===== src/logic/power_mode_regs.vh =====
// Constants for the operating-mode controller: register map, field
// positions, reset values, mode codes and timing figures.
// Assumes a 50 MHz mclk and a plain register port with one-cycle strobes.
// What this block does
// - Exactly three modes: sleep, standby, active
// - Sleep resets registers and ignores bus access
// - Wake pin low forces sleep
// - Standby accepts commands, all rails stay off
// - Standby when wake high, pins low, or idle
// - Faults shut rails reverse order, enter standby
// - Active reported only with rail on, no fault
// - Active: enable pin edges switch their rail
// - Wake rise with pin high: programmed power-up
// - Wake rise with pins low: enter standby
// - Wake fall in active: reverse-order shutdown, sleep
// - Rails drop as pins fall; all low gives standby
// - Idle bit in active: reverse shutdown, standby
// - Standby pin rise starts active, pin order
// - Power-up bit in standby runs programmed order
// - Wake fall with no rail goes to sleep
// - Pin n drives its fixed rail group
// - Direct wake waits 5.5 ms before first rail
// - Pin edges ignored during programmed power-up
`ifndef POWER_MODE_REGS_VH
`define POWER_MODE_REGS_VH

// Register word addresses
`define ADDR_CONTROL      4'h0
`define ADDR_SEQ_ORDER    4'h1
`define ADDR_SEQ_DELAY_LO 4'h2
`define ADDR_SEQ_DELAY_HI 4'h3
`define ADDR_STATUS       4'h4

// Control register bits (self-clearing requests)
`define CTL_POWERUP_BIT   0
`define CTL_IDLE_BIT      1

// Sequence order: 2-bit strobe slot per rail, rail n at bits 2n+1:2n
`define SEQ_ORDER_RESET   8'he4
`define SEQ_DELAY_RESET   8'h11

// Mode codes
`define MODE_SLEEP        2'h0
`define MODE_STANDBY      2'h1
`define MODE_ACTIVE       2'h2

// Timing: 50 MHz clock
`define CLK_HZ            50000000
`define WAKE_DELAY_US     5500
`define WAKE_DELAY_CYC    ((`WAKE_DELAY_US * (`CLK_HZ / 1000000)))
`define DELAY_UNIT_US     1000
`define DELAY_UNIT_CYC    ((`DELAY_UNIT_US * (`CLK_HZ / 1000000)))

`endif


===== src/logic/power_mode_controller.v =====
// Operating-mode controller: sleep, standby and active, rail sequencing
// by pin order or by programmed strobe order, fault shutdown.
// Assumes faults arrive on mclk; wake and enable pins are asynchronous.
//
// Design decisions made here: the placing of the registers and strobed register access.
`timescale 1ns/1ps
`include "power_mode_regs.vh"
module power_mode_controller #(
  parameter WAKE_DELAY_CYC = `WAKE_DELAY_CYC,
  parameter UNIT_CYC       = `DELAY_UNIT_CYC,
  parameter TW             = 22
) (
  input  wire        mclk,
  input  wire        rst_n,
  input  wire        wake_pin,
  input  wire [3:0]  rail_enable_bus,
  input  wire        input_undervoltage_lockout,
  input  wire        positive_boost_undervoltage,
  input  wire        inverting_converter_undervoltage,
  input  wire        thermal_shutdown_event,
  input  wire [3:0]  reg_addr,
  input  wire [7:0]  reg_wdata,
  input  wire        reg_wr,
  input  wire        reg_rd,
  output reg  [7:0]  reg_rdata,
  output wire [1:0]  mode,
  output wire        support_on,
  output wire        negative_source_regulator_en,
  output wire        backplane_bias_driver_en,
  output wire        negative_gate_pump_en,
  output wire        positive_source_regulator_en,
  output wire        positive_gate_pump_en,
  output wire        seq_busy
);
  // Sequencer states
  localparam [2:0] ST_SLEEP   = 3'h0;
  localparam [2:0] ST_STANDBY = 3'h1;
  localparam [2:0] ST_ACTIVE  = 3'h2;
  localparam [2:0] ST_WAIT    = 3'h3;
  localparam [2:0] ST_UP      = 3'h4;
  localparam [2:0] ST_DOWN    = 3'h5;

  reg  [2:0]    st_r;
  reg  [2:0]    st_nxt;
  reg  [3:0]    rails_r;
  reg  [3:0]    rails_nxt;
  reg  [1:0]    step_r;
  reg  [1:0]    step_nxt;
  reg           to_sleep_r;
  reg           to_sleep_nxt;
  reg  [7:0]    order_r;
  reg  [7:0]    dly_lo_r;
  reg  [7:0]    dly_hi_r;
  reg           req_up_r;
  reg           req_idle_r;
  reg           tmr_load;
  reg  [TW-1:0] tmr_val;

  wire [3:0]    en_lvl;
  wire [3:0]    en_rise;
  wire [3:0]    en_fall;
  wire          wake_lvl;
  wire          wake_rise;
  wire          wake_fall;
  wire          tmr_busy;
  wire          tmr_done;
  wire          fault;
  wire          sleeping;

  // Wake and enable pins through one synchroniser bank
  pin_sync #(.W(5)) u_sync (
    .mclk      (mclk),
    .rst_n     (rst_n),
    .pin_in    ({wake_pin, rail_enable_bus}),
    .level_out ({wake_lvl, en_lvl}),
    .rise_out  ({wake_rise, en_rise}),
    .fall_out  ({wake_fall, en_fall})
  );

  // Shared wait timer for the wake delay and inter-strobe delays
  delay_timer #(.W(TW)) u_tmr (
    .mclk     (mclk),
    .rst_n    (rst_n),
    .load     (tmr_load),
    .clear    (fault || !wake_lvl),
    .count_in (tmr_val),
    .busy     (tmr_busy),
    .done     (tmr_done)
  );

  assign fault = input_undervoltage_lockout | positive_boost_undervoltage |
                 inverting_converter_undervoltage |
                 thermal_shutdown_event;
  assign sleeping = (st_r == ST_SLEEP);

  // Rails whose strobe slot equals s
  function [3:0] slot_rails;
    input [7:0] ord;
    input [1:0] s;
    integer i;
    begin
      slot_rails = 4'h0;
      for (i = 0; i < 4; i = i + 1)
        slot_rails[i] = (ord[2*i +: 2] == s);
    end
  endfunction

  // Delay before strobe s, in units of UNIT_CYC
  function [3:0] slot_delay;
    input [1:0] s;
    begin
      case (s)
        2'h0:    slot_delay = dly_lo_r[3:0];
        2'h1:    slot_delay = dly_lo_r[7:4];
        2'h2:    slot_delay = dly_hi_r[3:0];
        default: slot_delay = dly_hi_r[7:4];
      endcase
    end
  endfunction

  // Registers; held at defaults and deaf while asleep
  always @(posedge mclk or negedge rst_n) begin
    if (!rst_n) begin
      order_r    <= `SEQ_ORDER_RESET;
      dly_lo_r   <= `SEQ_DELAY_RESET;
      dly_hi_r   <= `SEQ_DELAY_RESET;
      req_up_r   <= 1'b0;
      req_idle_r <= 1'b0;
    end else if (sleeping) begin
      order_r    <= `SEQ_ORDER_RESET;
      dly_lo_r   <= `SEQ_DELAY_RESET;
      dly_hi_r   <= `SEQ_DELAY_RESET;
      req_up_r   <= 1'b0;
      req_idle_r <= 1'b0;
    end else begin
      // Requests are one-shot: consumed the next cycle
      req_up_r   <= reg_wr && reg_addr == `ADDR_CONTROL &&
                    reg_wdata[`CTL_POWERUP_BIT];
      req_idle_r <= reg_wr && reg_addr == `ADDR_CONTROL &&
                    reg_wdata[`CTL_IDLE_BIT];
      if (reg_wr && reg_addr == `ADDR_SEQ_ORDER)
        order_r <= reg_wdata;
      if (reg_wr && reg_addr == `ADDR_SEQ_DELAY_LO)
        dly_lo_r <= reg_wdata;
      if (reg_wr && reg_addr == `ADDR_SEQ_DELAY_HI)
        dly_hi_r <= reg_wdata;
    end
  end

  // Read port: data one cycle after the strobe, zero when asleep
  always @(posedge mclk or negedge rst_n) begin
    if (!rst_n)
      reg_rdata <= 8'h00;
    else if (!reg_rd || sleeping)
      reg_rdata <= 8'h00;
    else
      case (reg_addr)
        `ADDR_SEQ_ORDER:    reg_rdata <= order_r;
        `ADDR_SEQ_DELAY_LO: reg_rdata <= dly_lo_r;
        `ADDR_SEQ_DELAY_HI: reg_rdata <= dly_hi_r;
        `ADDR_STATUS:       reg_rdata <= {fault, st_r, rails_r};
        default:            reg_rdata <= 8'h00;
      endcase
  end

  // Mode sequencer
  always @* begin
    st_nxt       = st_r;
    rails_nxt    = rails_r;
    step_nxt     = step_r;
    to_sleep_nxt = to_sleep_r;
    tmr_load     = 1'b0;
    tmr_val      = {TW{1'b0}};
    case (st_r)
      ST_SLEEP: begin
        rails_nxt = 4'h0;
        if (wake_rise && en_lvl != 4'h0) begin
          st_nxt   = ST_WAIT;
          tmr_load = 1'b1;
          tmr_val  = WAKE_DELAY_CYC[TW-1:0];
        end else if (wake_rise)
          st_nxt = ST_STANDBY;
      end
      ST_STANDBY: begin
        rails_nxt = 4'h0;
        if (!wake_lvl)
          st_nxt = ST_SLEEP;
        else if (fault)
          st_nxt = ST_STANDBY;
        else if (req_up_r) begin
          st_nxt   = ST_UP;
          step_nxt = 2'h0;
          tmr_load = 1'b1;
          tmr_val  = {{(TW-4){1'b0}}, slot_delay(2'h0)} *
                     UNIT_CYC[TW-1:0] + {{(TW-1){1'b0}}, 1'b1};
        end else if (en_rise != 4'h0) begin
          st_nxt    = ST_ACTIVE;
          rails_nxt = en_rise;
        end
      end
      ST_WAIT: begin
        if (!wake_lvl || fault)
          st_nxt = wake_lvl ? ST_STANDBY : ST_SLEEP;
        else if (tmr_done) begin
          st_nxt   = ST_UP;
          step_nxt = 2'h0;
          tmr_load = 1'b1;
          tmr_val  = {{(TW-1){1'b0}}, 1'b1};
        end
      end
      ST_UP: begin
        // Enable-pin edges are not looked at here
        if (fault || !wake_lvl || req_idle_r) begin
          st_nxt       = ST_DOWN;
          to_sleep_nxt = !wake_lvl;
          step_nxt     = 2'h3;
          tmr_load     = 1'b1;
          tmr_val      = {{(TW-1){1'b0}}, 1'b1};
        end else if (tmr_done) begin
          rails_nxt = rails_r | slot_rails(order_r, step_r);
          if (step_r == 2'h3)
            st_nxt = ST_ACTIVE;
          else begin
            step_nxt = step_r + 2'h1;
            tmr_load = 1'b1;
            tmr_val  = {{(TW-4){1'b0}}, slot_delay(step_r + 2'h1)} *
                       UNIT_CYC[TW-1:0] + {{(TW-1){1'b0}}, 1'b1};
          end
        end
      end
      ST_ACTIVE: begin
        if (fault || !wake_lvl || req_idle_r) begin
          st_nxt       = ST_DOWN;
          to_sleep_nxt = !wake_lvl;
          step_nxt     = 2'h3;
          tmr_load     = 1'b1;
          tmr_val      = {{(TW-1){1'b0}}, 1'b1};
        end else begin
          rails_nxt = (rails_r & ~en_fall) | en_rise;
          if (rails_nxt == 4'h0)
            st_nxt = ST_STANDBY;
        end
      end
      ST_DOWN: begin
        // Reverse strobe order: slot 3 first, each later slot after the previous slot's delay, or one per cycle on fault or low wake
        if (!wake_lvl)
          to_sleep_nxt = 1'b1;
        if (tmr_done || !tmr_busy) begin
          rails_nxt = rails_r & ~slot_rails(order_r, step_r);
          if (step_r == 2'h0)
            st_nxt = to_sleep_nxt ? ST_SLEEP : ST_STANDBY;
          else begin
            step_nxt = step_r - 2'h1;
            tmr_load = 1'b1;
            tmr_val  = {{(TW-4){1'b0}}, slot_delay(step_r)} *
                       UNIT_CYC[TW-1:0] + {{(TW-1){1'b0}}, 1'b1};
          end
        end
      end
      default: st_nxt = ST_SLEEP;
    endcase
  end

  // State registers; a low wake level from reset means sleep
  always @(posedge mclk or negedge rst_n) begin
    if (!rst_n) begin
      st_r       <= ST_SLEEP;
      rails_r    <= 4'h0;
      step_r     <= 2'h0;
      to_sleep_r <= 1'b0;
    end else begin
      st_r       <= st_nxt;
      rails_r    <= rails_nxt;
      step_r     <= step_nxt;
      to_sleep_r <= (st_nxt == ST_DOWN) ? to_sleep_nxt : 1'b0;
    end
  end

  // Reported mode: active only with a rail on and no fault
  assign mode = (rails_r != 4'h0 && !fault) ? `MODE_ACTIVE :
                sleeping ? `MODE_SLEEP : `MODE_STANDBY;
  assign support_on = !sleeping;
  assign seq_busy   = (st_r == ST_UP) || (st_r == ST_WAIT);

  // Fixed rail groups per enable bit
  assign negative_source_regulator_en = rails_r[0];
  assign backplane_bias_driver_en     = rails_r[0];
  assign negative_gate_pump_en        = rails_r[1];
  assign positive_source_regulator_en = rails_r[2];
  assign positive_gate_pump_en        = rails_r[3];
endmodule // power_mode_controller


===== src/logic/pin_sync.v =====
// Three-stage synchroniser with agreement on the last two stages.
// Assumes the input is asynchronous to mclk.
`timescale 1ns/1ps
module pin_sync #(
  parameter W = 5
) (
  input  wire         mclk,
  input  wire         rst_n,
  input  wire [W-1:0] pin_in,
  output reg  [W-1:0] level_out,
  output wire [W-1:0] rise_out,
  output wire [W-1:0] fall_out
);
  reg [W-1:0] s1_r;
  reg [W-1:0] s2_r;
  reg [W-1:0] s3_r;
  reg [W-1:0] prev_r;

  // Only s2 reads s1; a level counts once s2 and s3 agree
  always @(posedge mclk or negedge rst_n) begin
    if (!rst_n) begin
      s1_r      <= {W{1'b0}};
      s2_r      <= {W{1'b0}};
      s3_r      <= {W{1'b0}};
      level_out <= {W{1'b0}};
      prev_r    <= {W{1'b0}};
    end else begin
      s1_r      <= pin_in;
      s2_r      <= s1_r;
      s3_r      <= s2_r;
      level_out <= (s2_r & s3_r) | (level_out & (s2_r | s3_r));
      prev_r    <= level_out;
    end
  end

  // One event per edge, seen from the filtered level
  assign rise_out = level_out & ~prev_r;
  assign fall_out = ~level_out & prev_r;
endmodule // pin_sync


===== src/logic/delay_timer.v =====
// Load-and-count-down timer; done pulses when the count expires.
// A load restarts a running count; clear takes priority over load.
`timescale 1ns/1ps
module delay_timer #(
  parameter W = 20
) (
  input  wire         mclk,
  input  wire         rst_n,
  input  wire         load,
  input  wire         clear,
  input  wire [W-1:0] count_in,
  output wire         busy,
  output wire         done
);
  reg [W-1:0] cnt_r;

  // Clear abandons a pending wait, e.g. on a fault
  always @(posedge mclk or negedge rst_n) begin
    if (!rst_n)
      cnt_r <= {W{1'b0}};
    else if (clear)
      cnt_r <= {W{1'b0}};
    else if (load)
      cnt_r <= count_in;
    else if (cnt_r != {W{1'b0}})
      cnt_r <= cnt_r - {{(W-1){1'b0}}, 1'b1};
  end

  assign busy = (cnt_r != {W{1'b0}});
  assign done = (cnt_r == {{(W-1){1'b0}}, 1'b1}) && !clear;
endmodule // delay_timer


===== config.mk =====
export PLATFORM = sky130hd
export DESIGN_NAME = power_mode_controller
export DESIGN_NICKNAME = d
export VERILOG_FILES = /design/src/logic/power_mode_controller.v /design/src/logic/pin_sync.v /design/src/logic/delay_timer.v
export VERILOG_INCLUDE_DIRS = /design/src /design/src/logic
export SDC_FILE = /design/constraint.sdc
export NUM_CORES = 1
export LEC_CHECK = 0
export ABC_AREA = 1
export BUFFER_PORTS_ARGS = -buffer_cell sky130_fd_sc_hd__buf_2
export CAP_MARGIN = 5
export CORE_MARGIN = 5
export CORE_UTILIZATION = 65
export DETAILED_ROUTE_END_ITERATION = 10
export PLACE_DENSITY = 0.91
export REMOVE_ABC_BUFFERS = 1
export SLEW_MARGIN = 40
export SYNTH_ARGS = -nofsm -noshare
export SYNTH_HDL_FRONTEND = slang
export SYNTH_HIERARCHICAL = 1
export SYNTH_SLANG_ARGS = --single-unit
export TNS_END_PERCENT = 100

===== constraint.sdc =====
create_clock -name mclk -period 9.8 [get_ports mclk]
set_input_delay 0.49 -clock mclk [delete_from_list [all_inputs] [get_ports mclk]]
set_output_delay 0.49 -clock mclk [all_outputs]
set_load 0.02 [all_outputs]

# Word level (Yosys, flattened, before mapping)

Cells that the tools add are included.

$add $sub $neg: 6
$mul: 3
Eq/ne operators: 35
Muxes and demuxes: 97
Bitwise gates (word level): 17
Reduce and logical (&&, ||, !) cells: 39

Operator list:

| cell                                                | count |
|---|---|
| 2-to-1 mux 21 bit                                   | 8 |
| one-hot mux 21 bit (6 select lines)                 | 1 |
| 2-to-1 mux 4 bit                                    | 19 |
| 2-to-1 mux 22 bit                                   | 3 |
| adder 20 x 1 -> 21 bit (second input constant)      | 3 |
| 2-to-1 mux 8 bit                                    | 7 |
| multiplier 4 x 12 -> 16 bit (second input constant) | 3 |
| 2-to-1 mux 3 bit                                    | 15 |
| one-hot mux 8 bit (4 select lines)                  | 1 |
| 2-to-1 mux 2 bit                                    | 12 |
| 2-to-1 mux 1 bit                                    | 23 |
| == test 22 x 1 -> 1 bit (second input constant)     | 1 |
| nonzero test 22 bit                                 | 1 |
| subtractor 22 x 1 -> 22 bit (second input constant) | 1 |
| != test 2 bit (second input constant)               | 10 |
| one-hot mux 4 bit (5 select lines)                  | 1 |
| 2-to-1 mux 19 bit                                   | 1 |
| one-hot mux 3 bit (6 select lines)                  | 1 |
| bitwise AND 5 bit                                   | 3 |
| bitwise AND 4 bit                                   | 3 |
| inverter 4 bit                                      | 3 |
| one-hot mux 4 bit (3 select lines)                  | 1 |
| nonzero test 4 bit                                  | 3 |
| AND reduction 11 bit                                | 1 |
| other kinds (34)                                    | 72 |

Bits in registers: 91
Input bits: 25
Output and inout port bits: 17
Logic and storage cells: 213

# Longest topological paths before layout

Gate-level depths: netlist of the first run.

Depth after elaboration: 17
Mapped depth: 25
Depth with buffers taken out: 25

# By module

The synthesis of the first run kept the hierarchy.

By module, submodules not included:

| module                | times used | cells an instance | area each (µm²) | seq. area each (µm²) |
|---|---|---|---|---|
| power_mode_controller | 1          | 737               | 4,962.3         | 1,111.1 |
| delay_timer           | 1          | 248               | 1,647.8         | 550.5 |
| pin_sync              | 1          | 62                | 770.7           | 625.6 |

# Worst setup path after synthesis of the first run

Ideal clock, no wire load.

Path type: flip-flop to flip-flop
From: register step_r[0]
To: register u_tmr.cnt_r[19]
Setup time: 0.115 ns
Data arrival time: 3.660 ns
Required time: 9.685 ns
Setup slack: 6.025 ns
Cell stages (with the launch flop): 23
Buffers on the path: 0
Clock period less this slack: 3.775 ns
Cell sequence: dfrtp_1 > inv_1 > ha_1 > inv_1 > a21oi_1 > o21ai_0 > o21ai_0 > inv_1 > ha_1 > ha_1 > ha_1 > nand2_1 > nor2_1 > nand2_1 > nand3_1 > nand3_1 > nand2_1 > nand3_1 > nand3_1 > nand3_1 > or2_2 > nand3_2 > nor2_1

Word-level cells in the longest chain between the ends: 15
Elaborated cells between the ends (all ways): 36
Classes of those cells: add/sub: 3; mul: 2; eq/ne: 5; mux: 23; reduce/logical: 3

Ends and longest elaborated chain:

| element                                     | RTL line                    | source |
|---|---|---|
| start: declaration                          | power_mode_controller.v:47  | `reg [1:0] step_r;` |
| start signal: assignment                    | power_mode_controller.v:274 | `step_r <= step_nxt;` |
| adder 2 x 1 -> 2 bit                        | power_mode_controller.v:226 | `tmr_val = {{(TW-4){1'b0}}, slot_delay(step_r + 2'h1)} *` |
| == test 2 bit, or another cell as far along | power_mode_controller.v:112 | `case (s)` |
| one-hot mux 4 bit (3 select lines)          | power_mode_controller.v:112 |  |
| 2-to-1 mux 4 bit                            | power_mode_controller.v:221 | `if (step_r == 2'h3)` |
| 2-to-1 mux 4 bit                            | power_mode_controller.v:219 | `end else if (tmr_done) begin` |
| 2-to-1 mux 4 bit                            | power_mode_controller.v:213 | `if (fault \|\| !wake_lvl \|\| req_idle_r) begin` |
| 2-to-1 mux 4 bit                            | power_mode_controller.v:174 | `case (st_r)` |
| multiplier 4 x 12 -> 16 bit                 | power_mode_controller.v:226 |  |
| adder 20 x 1 -> 21 bit                      | power_mode_controller.v:227 | `UNIT_CYC[TW-1:0] + {{(TW-1){1'b0}}, 1'b1};` |
| 2-to-1 mux 21 bit                           | power_mode_controller.v:221 |  |
| 2-to-1 mux 21 bit                           | power_mode_controller.v:219 |  |
| 2-to-1 mux 21 bit                           | power_mode_controller.v:213 |  |
| one-hot mux 21 bit (6 select lines) *       | power_mode_controller.v:174 |  |
| named net tmr_val[19]                       | power_mode_controller.v:57  | `reg [TW-1:0] tmr_val;` |
| 2-to-1 mux 22 bit *                         | delay_timer.v:23            | `else if (load)` |
| 2-to-1 mux 22 bit *                         | delay_timer.v:21            | `else if (clear)` |
| end signal: assignment                      | delay_timer.v:20            | `cnt_r <= {W{1'b0}};` |
| end signal: assignment                      | delay_timer.v:22            | `cnt_r <= {W{1'b0}};` |
| end signal: assignment                      | delay_timer.v:24            | `cnt_r <= count_in;` |
| end: declaration                            | delay_timer.v:15            | `reg [W-1:0] cnt_r;` |

Mark *: on every way through the listed nets, which the timed path passes. The rest lies on a longest branch. The select of a mux whose other input is x is not followed.
A chain may end at the register's enable or synchronous reset.

# Worst setup path after layout of the first run

From: register u_sync.level_out[4]
To: register u_tmr.cnt_r[12]

Word-level cells in the longest chain between the ends: 9
Elaborated cells between the ends (all ways): 26
Classes of those cells: mux: 17; bitwise: 1; reduce/logical: 8

Ends and longest elaborated chain:

| element                                        | RTL line                                                                              | source |
|---|---|---|
| start: declaration                             | pin_sync.v:10                                                                         | `output reg [W-1:0] level_out,` |
| start signal: assignment                       | pin_sync.v:25                                                                         | `level_out <= {W{1'b0}};` |
| start signal: assignment                       | pin_sync.v:31                                                                         | `level_out <= (s2_r & s3_r) \| (level_out & (s2_r \| s3_r));` |
| logical NOT 1 bit *                            | --                                                                                    |  |
| logical OR 1 bit *                             | power_mode_controller.v:85                                                            | `.clear (fault \|\| !wake_lvl),` |
| logical NOT 1 bit *                            | delay_timer.v:30                                                                      | `assign done = (cnt_r == {{(W-1){1'b0}}, 1'b1}) && !clear;` |
| logical AND 1 bit *                            | delay_timer.v:30                                                                      |  |
| named net tmr_done                             | power_mode_controller.v:66                                                            | `wire tmr_done;` |
| 2-to-1 mux 1 bit, or another cell as far along | power_mode_controller.v:219                                                           |  |
| 2-to-1 mux 1 bit (on tied branches)            | power_mode_controller.v:213, power_mode_controller.v:202, power_mode_controller.v:248 |  |
| one-hot mux 1 bit (6 select lines) *           | power_mode_controller.v:174                                                           |  |
| named net tmr_load                             | power_mode_controller.v:56                                                            | `reg tmr_load;` |
| 2-to-1 mux 22 bit                              | delay_timer.v:23                                                                      |  |
| 2-to-1 mux 22 bit                              | delay_timer.v:21                                                                      |  |

Mark *: on every way through the listed nets, which the timed path passes. The rest lies on a longest branch.

==> summary.md, run 1 <==
| Metric | Value |
|---|---|
| Num rows | 38 |
| TritonCTS sink count | 91 |
| GRT Total Usage | 0.317 |
| # Max-Cap Violations | 0 |
| Final setup vio count | 0 |
| CTS H-tree lvls | 3 |
| Slew Limit Fails | 0 |
| Number of port buffers | between 40 and 50 |
| Share of cells above drive strength 1 | 0.126 |
| Detail Route Antenna Nets | 0 |
| Yosys warns | 6 |
| Critical path endpoint category | flip-flop |
| Clk_lat worst skew | 360 ps |
| Worst EP required | 10050 ps |
| Largest net degree at the start of global routing | 86 |
| Synthesized instance count | ~1000 |
| Status | finished clean |
| Initial antenna violation count | 0 |
| Tcrit/Tclk final | 0.493 |
| Area Overhead vs Synth | 8.84% |
| DRC | 0 |
| Tmin final | a little under 5000 ps |
| CP arrival | slightly above 5000 ps |
| Worst setup SP type | flip-flop |
| Max_slew headroom | 0.488 |
| Ports | 42 |
| Worst slew pin tran | about 760 ps |
| Clock Path Buffers | 2 |
| Critical Path Max Stage Delay | 780 ps |
| DR pass1 iterations | 7 |
| TNS Setup | 0 ps |
| Crit path buf inv count | 4 |
| Clock Skew | between 9 and 10 ps |
| CTS Buf Count | 9 |
| Worst path top cell family by delay | simple AND/OR/NAND/NOR gates |
| Hpwl dp | 15200 um |
| GRT overflow | 0 |
| Worst vdd ir | 0.363 mV |
| Crit-path slowest cell | clkinv_1 |
| Post-Syn Area per Cell | 7.06 sq um |
| CTS tree | yes |
| Initial Util | 0.671 |
| RSZ-0062 raised after global routing | false |
| CP max FO | 31 |
| Cell breakdown of the critical path | nand4_4 > inv_1 > nand4_1 > nor3_1 > nor2_1 > nor3_4 > inv_4 > nand3_2 > inv_2 > nand3_1 > clkinv_1 > or2_2 > nand3_1 > nor2_1 |
| Syn Std Cell Area | roughly 7400 sq um |
| P per Cell Area | 366 nW/um^2 |
| Vias | ~7400 |
| Filler instances | 842 |
| DIE AREA | 13600 sq um |
| Die height | 117 um |
| Leak | 4.30 nW |
| First-pass GRT wire length | around 34000 um |
| # Post-CTS Setup Buffers | 0 |
| Critical path class | reg -> reg |
| DRT iter0 DRCs | 774 |
| Final wirelength | 20400 um |
| Placed cells | 1216 |
| Drt via density | 5.98 |
| Routability cong. | around 0.96 |
| Clock transition at the registers of the reported paths | 70 ps |
| Area of the core | around 11000 sq um |
| Die X | 117 um |
| N_diodes | 0 |
| Hold Crit Class | in -> reg |
| CTS Root Cell | clkbuf_16 |
| Final hold violations | 0 |
| Nets | approximately 1200 |
| Max frequency | 207 MHz |
| Routed len/inst | 16.5 um |
| Finished Layout Cells | approximately 1200 |
| Vias in the first global route | 7155 |
state kept, by name, summed over array words and instances (netlist names):
| name | flops |
|---|---|
| u_sync/s3_r | 5 |
| u_sync/prev_r | 5 |
| step_r | 2 |
| st_r | 3 |
| dly_hi_r | 8 |
| u_sync/level_out | 5 |
| u_sync/s1_r | 5 |
| rails_r | 4 |
| order_r | 8 |
| req_up_r | 1 |
| req_idle_r | 1 |
| reg_rdata | 8 |
| u_sync/s2_r | 5 |
| u_tmr/cnt_r | 22 |
| dly_lo_r | 8 |
| to_sleep_r | 1 |
worst reg2reg max path: stages (launching register included):
cell and delay, ps:
dfrtp_1 440, nand4_4 230, inv_1 480, nand4_1 170, nor3_1 540, nor2_1 200, nor3_4 490, inv_4 110
nand3_2 100, inv_2 50, nand3_1 420, clkinv_1 780, or2_2 560, nand3_1 100, nor2_1 60
final cells by class:
cell class | instances | area, sq um | share of cell area
repair buffers | 44 | 239 | 0.0298
flip-flops and latches | 91 | 2290 | 0.285
clock inverters | 7 | 93.8 | 0.0117
clock buffers | 9 | 225 | 0.0281
multi-input cells | 790 | 4430 | 0.552
well taps | 140 | 175 | 0.0218
inverters | 152 | 577 | 0.0719
what timing repair did:
| item | in CTS | in global routing |
|---|---|---|
| endpoints found under the hold margin | 6 | 0 |
| resized for setup | 0 | 0 |
| hold buffers | 1 | 0 |
where the power goes:
group	leakage (nW)	total, W	switching [W]	internal [W]
Sequential	1.17	0.000528	0.0000867	0.000442
Clock	0.153	0.000373	0.000167	0.000205
Combinational	2.98	0.00204	0.00134	0.000697
Total	4.30	0.00294	0.00159	0.00134
cells in the final DEF, fill, tap and decap left out, types with 4 or more instances in the layout:
cell type  count
nor3_1        12
xor2_1         5
dfrtp_1       83
a22oi_1        8
conb_1         4
buf_2         40
or2_2         15
o22ai_1       13
nand2_1      237
nor2_1       131
nand3_1       84
o21ai_0       63
nand2_2        6
inv_1        142
o21ai_1        4
nor2_4         4
dfstp_2        8
nand4_1       17
nand3_2       10
inv_2          5
nor3_4         4
a21oi_1       44
ha_1          63
nor2_2        10
o21ai_2        5
o21bai_1       7
clkbuf_16      9
a221oi_1       8
path summary, 6_finish.rpt:
path / start / endpoint / slack (ps) / depth (start not counted)
max reg2reg: u_sync/level_out[4]$_DFF_PN0_ / u_tmr/cnt_r[12]$_DFFE_PN0P_ / 4970 / 14
min in group asynchronous: rst_n / u_tmr/cnt_r[19]$_DFFE_PN0P_ / 490 / 2
max in group asynchronous: rst_n / st_r[1]$_DFF_PN0_ / 8370 / 3
max: u_sync/level_out[4]$_DFF_PN0_ / u_tmr/cnt_r[12]$_DFFE_PN0P_ / 4970 / 14
min reg2reg: u_sync/s1_r[3]$_DFF_PN0_ / u_sync/s2_r[3]$_DFF_PN0_ / 350 / 0
min: rail_enable_bus[0] / u_sync/s1_r[0]$_DFF_PN0_ / 230 / 1
metrics by stage:
stage                     setup WS (ps)  hold slack (ps)  power [W]  area [sq um]   util
after floorplan                    6020              194    0.00198          7290      -
after global placement             5290              324    0.00244          7690  0.700
after detailed placement           5100              331    0.00249          7690  0.701
after CTS                          5300              229    0.00288          8020  0.730
after global routing               4540              226    0.00319          8030  0.731
final                              4970              232    0.00294          8030  0.731
layer usage:
layer	routed length [um]	track usage	up-vias
met3	1560	0.0435	102
met1	8140	0.403	3346
met2	9530	0.522	402
li1	-	-	3523
met5	0	0	-
met4	1140	0.174	0
Note: power is estimated with default switching activity, not from simulation.
==> run 2: changes to the inputs <==
Settings changed: ABC_AREA 1 to 0, CORE_UTILIZATION 65 to 56, PLACE_DENSITY 0.91 to 0.84.
Clock period 9.8 ns to 4.1 ns, I/O delays scaled along.
==> run 2 against run 1 <==
Non-clock buffer count is 30 higher. Final cell count fell by 21%. Critical endpoint is now u_tmr/cnt_r[18]$_DFFE_PN0P_. Via count shrank 17%. Synthesized cell count shrank 26%.
==> summary.md, run 2 <==
| Metric | Value |
|---|---|
| Drt via density | 6.32 (+5.6%) |
| CP max FO | 5 (-84%) |
| DIE AREA | 14600 sq um (+7.5%) |
| CP arrival | 4150 ps (-920 ps) |
| Clock transition at the registers of the reported paths | 80 ps (about the same) |
| Footprint of the multi-input gates | 4320 sq um (-2.4%) |
| Filler instances | 988 (+17%) |
| Max frequency | 255 MHz (+23%) |
| Slew Limit Fails | 0 (unchanged) |
| DR pass1 iterations | 7 (unchanged) |
| Area Overhead vs Synth | 11.9% |
| Routability cong. | 0.990 (+2.8%) |
| Most common cell after layout, fill and taps aside | nand2_1 |
| Post-Syn Area per Cell | 8.93 sq um (+27%) |
| Nets | 909 (-23%) |
| Max_slew headroom | 0.490 (+0.00206) |
| Critical path class | reg -> reg |
| Worst slew pin tran | 763 ps (-1.18 ps) |
| Share of cells above drive strength 1 | 0.155 (+0.0291) |
| Number of port buffers | 41 (unchanged) |
| CTS Buf Count | 9 (unchanged) |
| Detail Route Antenna Nets | 0 (unchanged) |
| Post-Layout Inst Area | 7690 sq um (-4.1%) |
| Largest net degree at the start of global routing | 53 (-38%) |
| CTS tree | yes |
| Die X | 121 um (+3.7%) |
| P per Cell Area | 657 nW/um^2 (+80%) |
| Syn Std Cell Area | 6870 sq um (-6.8%) |
| Area of the core | 12000 sq um (+9.4%) |
| Initial Util | 0.572 (-0.0991) |
| DRT iter0 DRCs | 698 (-9.8%) |
| Clk_lat worst skew | 360 ps (about the same) |
| N_diodes | 0 (unchanged) |
| Vias in the first global route | 5962 (-17%) |
| Final wirelength | 17400 um (-15%) |
| Tmin final | 3920 ps (-907 ps) |
| Clock Skew | 11.1 ps (+1.98 ps) |
| CTS Root Cell | clkbuf_16 |
| Yosys warns | 6 (unchanged) |
| Most flops, register | u_tmr/cnt_r |
| GRT overflow | 0 (unchanged) |
| Routed len/inst | 17.9 um (+8.2%) |
| Final setup vio count | 0 (unchanged) |
| Worst vdd ir | 0.461 mV (+27%) |
| DRC | 0 (unchanged) |
| Initial antenna violation count | 0 (unchanged) |
| Num rows | 40 (+5.3%) |
| Ports | 42 (unchanged) |
| Finished Layout Cells | 971 (-21%) |
| Worst EP required | 4330 ps (-5720 ps) |
| Max reg flops | 22 (unchanged) |
| Leak | 3.65 nW (-15%) |
| Hold Crit Class | in -> reg |
| R2R setup slack | 180 ps (-4790 ps) |
| Post-layout util | 0.641 (-0.0902) |
| Synthesized instance count | 770 (-26%) |
| Die height | 121 um (+3.7%) |
| Most frequent cells in the layout | nand2_1 (84), dfrtp_1 (82), nor2_1 (60), ha_1 (60), a21oi_1 (48) |
| First-pass GRT wire length | 29100 um (-14%) |
| GRT Total Usage | 0.246 (-0.0705) |
| Final hold violations | 0 (unchanged) |
| Tcrit/Tclk final | 0.956 (+0.464) |
| Area after DPL | 7250 sq um (-5.7%) |
| CTS H-tree lvls | 3 (unchanged) |
| TNS Setup | 0 ps (unchanged) |
| TritonCTS sink count | 91 (unchanged) |
| Critical path endpoint category | flip-flop |
| Worst setup SP type | flip-flop |
| Clock Path Buffers | 2 (unchanged) |
| Hpwl dp | 12600 um (-17%) |
| Register area | 2290 sq um (about the same) |
| # Max-Cap Violations | 0 (unchanged) |
| Power Total | 0.00506 W (+72%) |
| Status | finished clean |
| Placed cells | 946 (-22%) |
| Vias | 6134 (-17%) |
run 2: cell types whose count changed in the layout (fill, tap and decap cells not counted), moves of 13 or more:
cell	before	now
nor2_1	131	60
a222oi_1	0	15
o21ai_0	63	24
nand3_1	84	39
or2_2	15	0
xor2_1	5	22
inv_1	142	33
xnor2_1	3	33
nand2_1	237	84
nor2b_1	0	14
nand4_1	17	4
buf_4	2	28
run 2: repair_timing:
item	CTS	global route
hold buffers	6	0
setup buffers	0	3
endpoints found under the hold margin	44	0
setup endpoints to repair	0	15
gates resized for setup	0	12
run 2: final timing paths:
| check | startpoint | to | cells past startpoint |
|---|---|---|---|
| worst max-delay path | step_r[0]$_DFFE_PN0P_ | u_tmr/cnt_r[18]$_DFFE_PN0P_ | 16 |
| max in group asynchronous | rst_n | step_r[1]$_DFFE_PN0P_ | 3 |
| worst max register to register | step_r[0]$_DFFE_PN0P_ | u_tmr/cnt_r[18]$_DFFE_PN0P_ | 16 |
| worst min-delay path | reg_wdata[6] | order_r[6]$_DFFE_PN1P_ | 3 |
| worst min register to register | u_sync/s1_r[1]$_DFF_PN0_ | u_sync/s2_r[1]$_DFF_PN0_ | 0 |
| min in group asynchronous | rst_n | u_tmr/cnt_r[16]$_DFFE_PN0P_ | 2 |
run 2: where the power goes:
part           leakage (nW)  internal, W  switching [W]
Sequential             1.17     0.000988       0.000136
Combinational          2.33      0.00124        0.00185
Clock                 0.149     0.000434       0.000413
Total                  3.65      0.00266        0.00240
run 2: metrics by stage:
| step | setup WS, ps | hold slack [ps] |
|---|---|---|
| final | 179 | 95.3 |
| after global routing | -90.2 | 88.1 |
| after CTS | 38.1 | 85.9 |
| after detailed placement | 67.2 | 218 |
| after global placement | 200 | 212 |
| after floorplan | -373 | -90.6 |
run 2: worst max-delay path: stages (launching register included):
cell and delay (ps):
dfrtp_1 400, buf_4 150, ha_1 230, a222oi_1 350, mux2i_1 160, buf_4 180
ha_1 320, ha_1 320, ha_4 270, a31o_2 250, a21o_1 210, a41oi_2 260
o21ai_0 160, mux2i_1 140, a211o_1 240, nor2_1 100, a211oi_1 60
run 2: layer usage:
metal | track usage | wire length, um | vias up
li1 | - | - | 2913
met1 | 0.334 | 7410 | 2902
met2 | 0.383 | 8150 | 257
met3 | 0.0402 | 1120 | 62
met4 | 0.123 | 672 | 0
met5 | 0 | 0 | -
run 2: final cells by class:
type,instances,share of cell area
clock buffer,9,0.0293
tap,147,0.0239
multi-input combinational,609,0.562
inverter,34,0.0166
sequential,91,0.297
timing repair buffer,74,0.0611
clock inverter,7,0.00992
==> run 3: changes to the inputs <==
Settings changed: CORE_MARGIN 5 to 2.
==> run 3 against run 2 <==
Wire length grew 0.92%. Utilization up 0.65 points. Global-route usage up 3.2 points.
==> summary.md, run 3 (synthesis gave the netlist of run 2 again) <==
| Metric | Value |
|---|---|
| Initial Util | 0.572 (unchanged) |
| Routed len/inst | 17.9 um (+0.41%) |
| CP max FO | 5 (unchanged) |
| CTS Buf Count | 9 (unchanged) |
| P per Cell Area | 674 nW/um^2 (+2.5%) |
| First-pass GRT wire length | 29200 um (+0.55%) |
| Most common cell after layout, fill and taps aside | nand2_1 |
| Worst vdd ir | 0.519 mV (+12%) |
| Critical Path Max Stage Delay | 420 ps (+20 ps) |
| DRT iter0 DRCs | 593 (-15%) |
| Vias | 6228 (+1.5%) |
| # Max-Cap Violations | 0 (unchanged) |
| Clock transition at the registers of the reported paths | 70 ps (about the same) |
| Num rows | 40 (unchanged) |
| Slew Limit Fails | 0 (unchanged) |
| Cell breakdown of the critical path | inv_1 > ha_2 > a222oi_1 > mux2i_1 > buf_4 > buf_4 > ha_1 > ha_1 > ha_1 > o21ai_1 > o21bai_1 > a21o_1 > nand3_1 > o311ai_1 > o311ai_1 > nor2_1 > a211oi_1 |
| CTS H-tree lvls | 3 (unchanged) |
| DIE AREA | 13200 sq um (-9.7%) |
| Hold Startpoint | reg_wdata[5] |
| Max reg flops | 22 (unchanged) |
| Share of cells above drive strength 1 | 0.162 (+0.00630) |
| Max frequency | 256 MHz (+0.32%) |
| Number of port buffers | 41 (unchanged) |
| Tcrit/Tclk final | 0.953 (-0.00307) |
| DRC | 0 (unchanged) |
| Critical path endpoint category | flip-flop |
| Worst EP required | 4300 ps (-30 ps) |
| TNS Setup | 0 ps (unchanged) |
| Area Overhead vs Synth | 13.1% |
| CP arrival | 4110 ps (-40 ps) |
| Worst slew pin tran | 763 ps (+0.549 ps) |
| Most flops, register | u_tmr/cnt_r |
| Setup ws final | 192 ps (+12.6 ps) |
| Clock Path Buffers | 2 (unchanged) |
| Leak | 3.69 nW (+1.3%) |
| Clock Skew | 15.0 ps (+3.92 ps) |
| Clk_lat worst skew | 360 ps (about the same) |
| Worst r2r dst | u_tmr/cnt_r[19]$_DFFE_PN0P_ |
| Critical R2R Launch | step_r[1]$_DFFE_PN0P_ |
| Ports | 42 (unchanged) |
| Worst path top cell family by delay | compound AO/OA/AOI/OAI gates |
| Worst hold endpoint | order_r[5]$_DFFE_PN1P_ |
| Nets | 914 (+0.55%) |
| N_diodes | 0 (unchanged) |
| CTS Root Cell | clkbuf_16 |
| Critical path class | reg -> reg |
| TritonCTS sink count | 91 (unchanged) |
| R2R setup slack | 190 ps (about the same) |
| Hold Crit Class | in -> reg |
| Die height | 115 um (-5.0%) |
| Most frequent cell on the critical path | ha_1 |
| Crit-path slowest cell | dfrtp_1 |
| Largest net degree at the start of global routing | 65 (+23%) |
| Hold depth | 3 (unchanged) |
| Detail Route Antenna Nets | 0 (unchanged) |
| Hpwl dp | 12700 um (+0.51%) |
| Final wirelength | 17500 um (+0.92%) |
| Final hold violations | 0 (unchanged) |
| Most frequent cells in the layout | nand2_1 (84), dfrtp_1 (83), nor2_1 (61) |
| R2r worst-path depth | 17 (+1) |
| DR pass1 iterations | 6 (-1) |
| Hold_ws | 106 ps (+10.8 ps) |
| GRT Total Usage | 0.279 (+0.0322) |
| Drt via density | 6.38 (+1.0%) |
| Area of the core | 12000 sq um (unchanged) |
| Filler instances | 979 (-0.91%) |
| Tmin final | 3910 ps (-12.6 ps) |
| Worst setup SP type | flip-flop |
| Crit path buf inv count | 3 (+1) |
| GRT overflow | 0 (unchanged) |
| CTS tree | yes |
| Die X | 115 um (-5.0%) |
| Status | finished clean |
| Setup slack at placement | -46.6 ps (-114 ps) |
| Final setup vio count | 0 (unchanged) |
| Placed cells | 946 (unchanged) |
| Max_slew headroom | 0.491 (+0.00151) |
| Routability cong. | 0.934 (-5.6%) |
| Initial antenna violation count | 0 (unchanged) |
| Vias in the first global route | 5996 (+0.57%) |
| Finished Layout Cells | 976 (+0.51%) |
run 3: metal layers:
metal,track usage,vias up,wire length (um)
met5,0,-,0
met4,0.121,0,638
met3,0.0464,59,1240
met2,0.442,271,8150
met1,0.380,2974,7480
li1,-,2924,-
run 3: area by class of cell:
class / count / area, sq um / area share
inverters: 34 / 128 / 0.0164
flip-flops and latches: 91 / 2290 / 0.294
repair buffers: 79 / 512 / 0.0659
well taps: 147 / 184 / 0.0237
clock inverters: 7 / 121 / 0.0156
clock buffers: 9 / 225 / 0.0290
multi-input cells: 609 / 4310 / 0.555
run 3: worst min-delay path, delay by kind of cell:
kind | cells | cell delay (ps)
buf+inv | 1 | 120
simple gates | 2 | 120
run 3: worst max-delay path by stage:
stage	from	end	slack (ps)	cells after the start
floorplan	u_tmr/cnt_r[10]$_DFFE_PN0P_	u_tmr/cnt_r[1]$_DFFE_PN0P_	-370	11
global placement	step_r[0]$_DFFE_PN0P_	u_tmr/cnt_r[18]$_DFFE_PN0P_	190	17
detailed placement	step_r[0]$_DFFE_PN0P_	u_tmr/cnt_r[18]$_DFFE_PN0P_	-50	17
CTS	step_r[0]$_DFFE_PN0P_	u_tmr/cnt_r[18]$_DFFE_PN0P_	10	17
global route	step_r[1]$_DFFE_PN0P_	u_tmr/cnt_r[18]$_DFFE_PN0P_	-1	17
finish	step_r[1]$_DFFE_PN0P_	u_tmr/cnt_r[19]$_DFFE_PN0P_	190	17
run 3: repair_timing:
| item | in CTS | in global routing |
|---|---|---|
| pin swaps | 0 | 4 |
| setup buffers | 0 | 8 |
| hold buffers | 6 | 0 |
| setup endpoints to repair | 3 | 12 |
| hold endpoints to repair | 65 | 0 |
| resized for setup | 2 | 13 |
run 3: report_power, final:
part,switching (W),internal [W]
logic,0.00189,0.00127
clock network,0.000391,0.000552
registers,0.000141,0.000988
total,0.00243,0.00281
run 3: metrics by stage:
step | utilization | total power (W) | cell area [sq um]
after global routing | 0.647 | 0.00565 | 7770
after floorplan | - | 0.00324 | 6670
after global placement | 0.604 | 0.00399 | 7250
final | 0.647 | 0.00524 | 7770
after CTS | 0.639 | 0.00507 | 7670
after detailed placement | 0.604 | 0.00407 | 7250
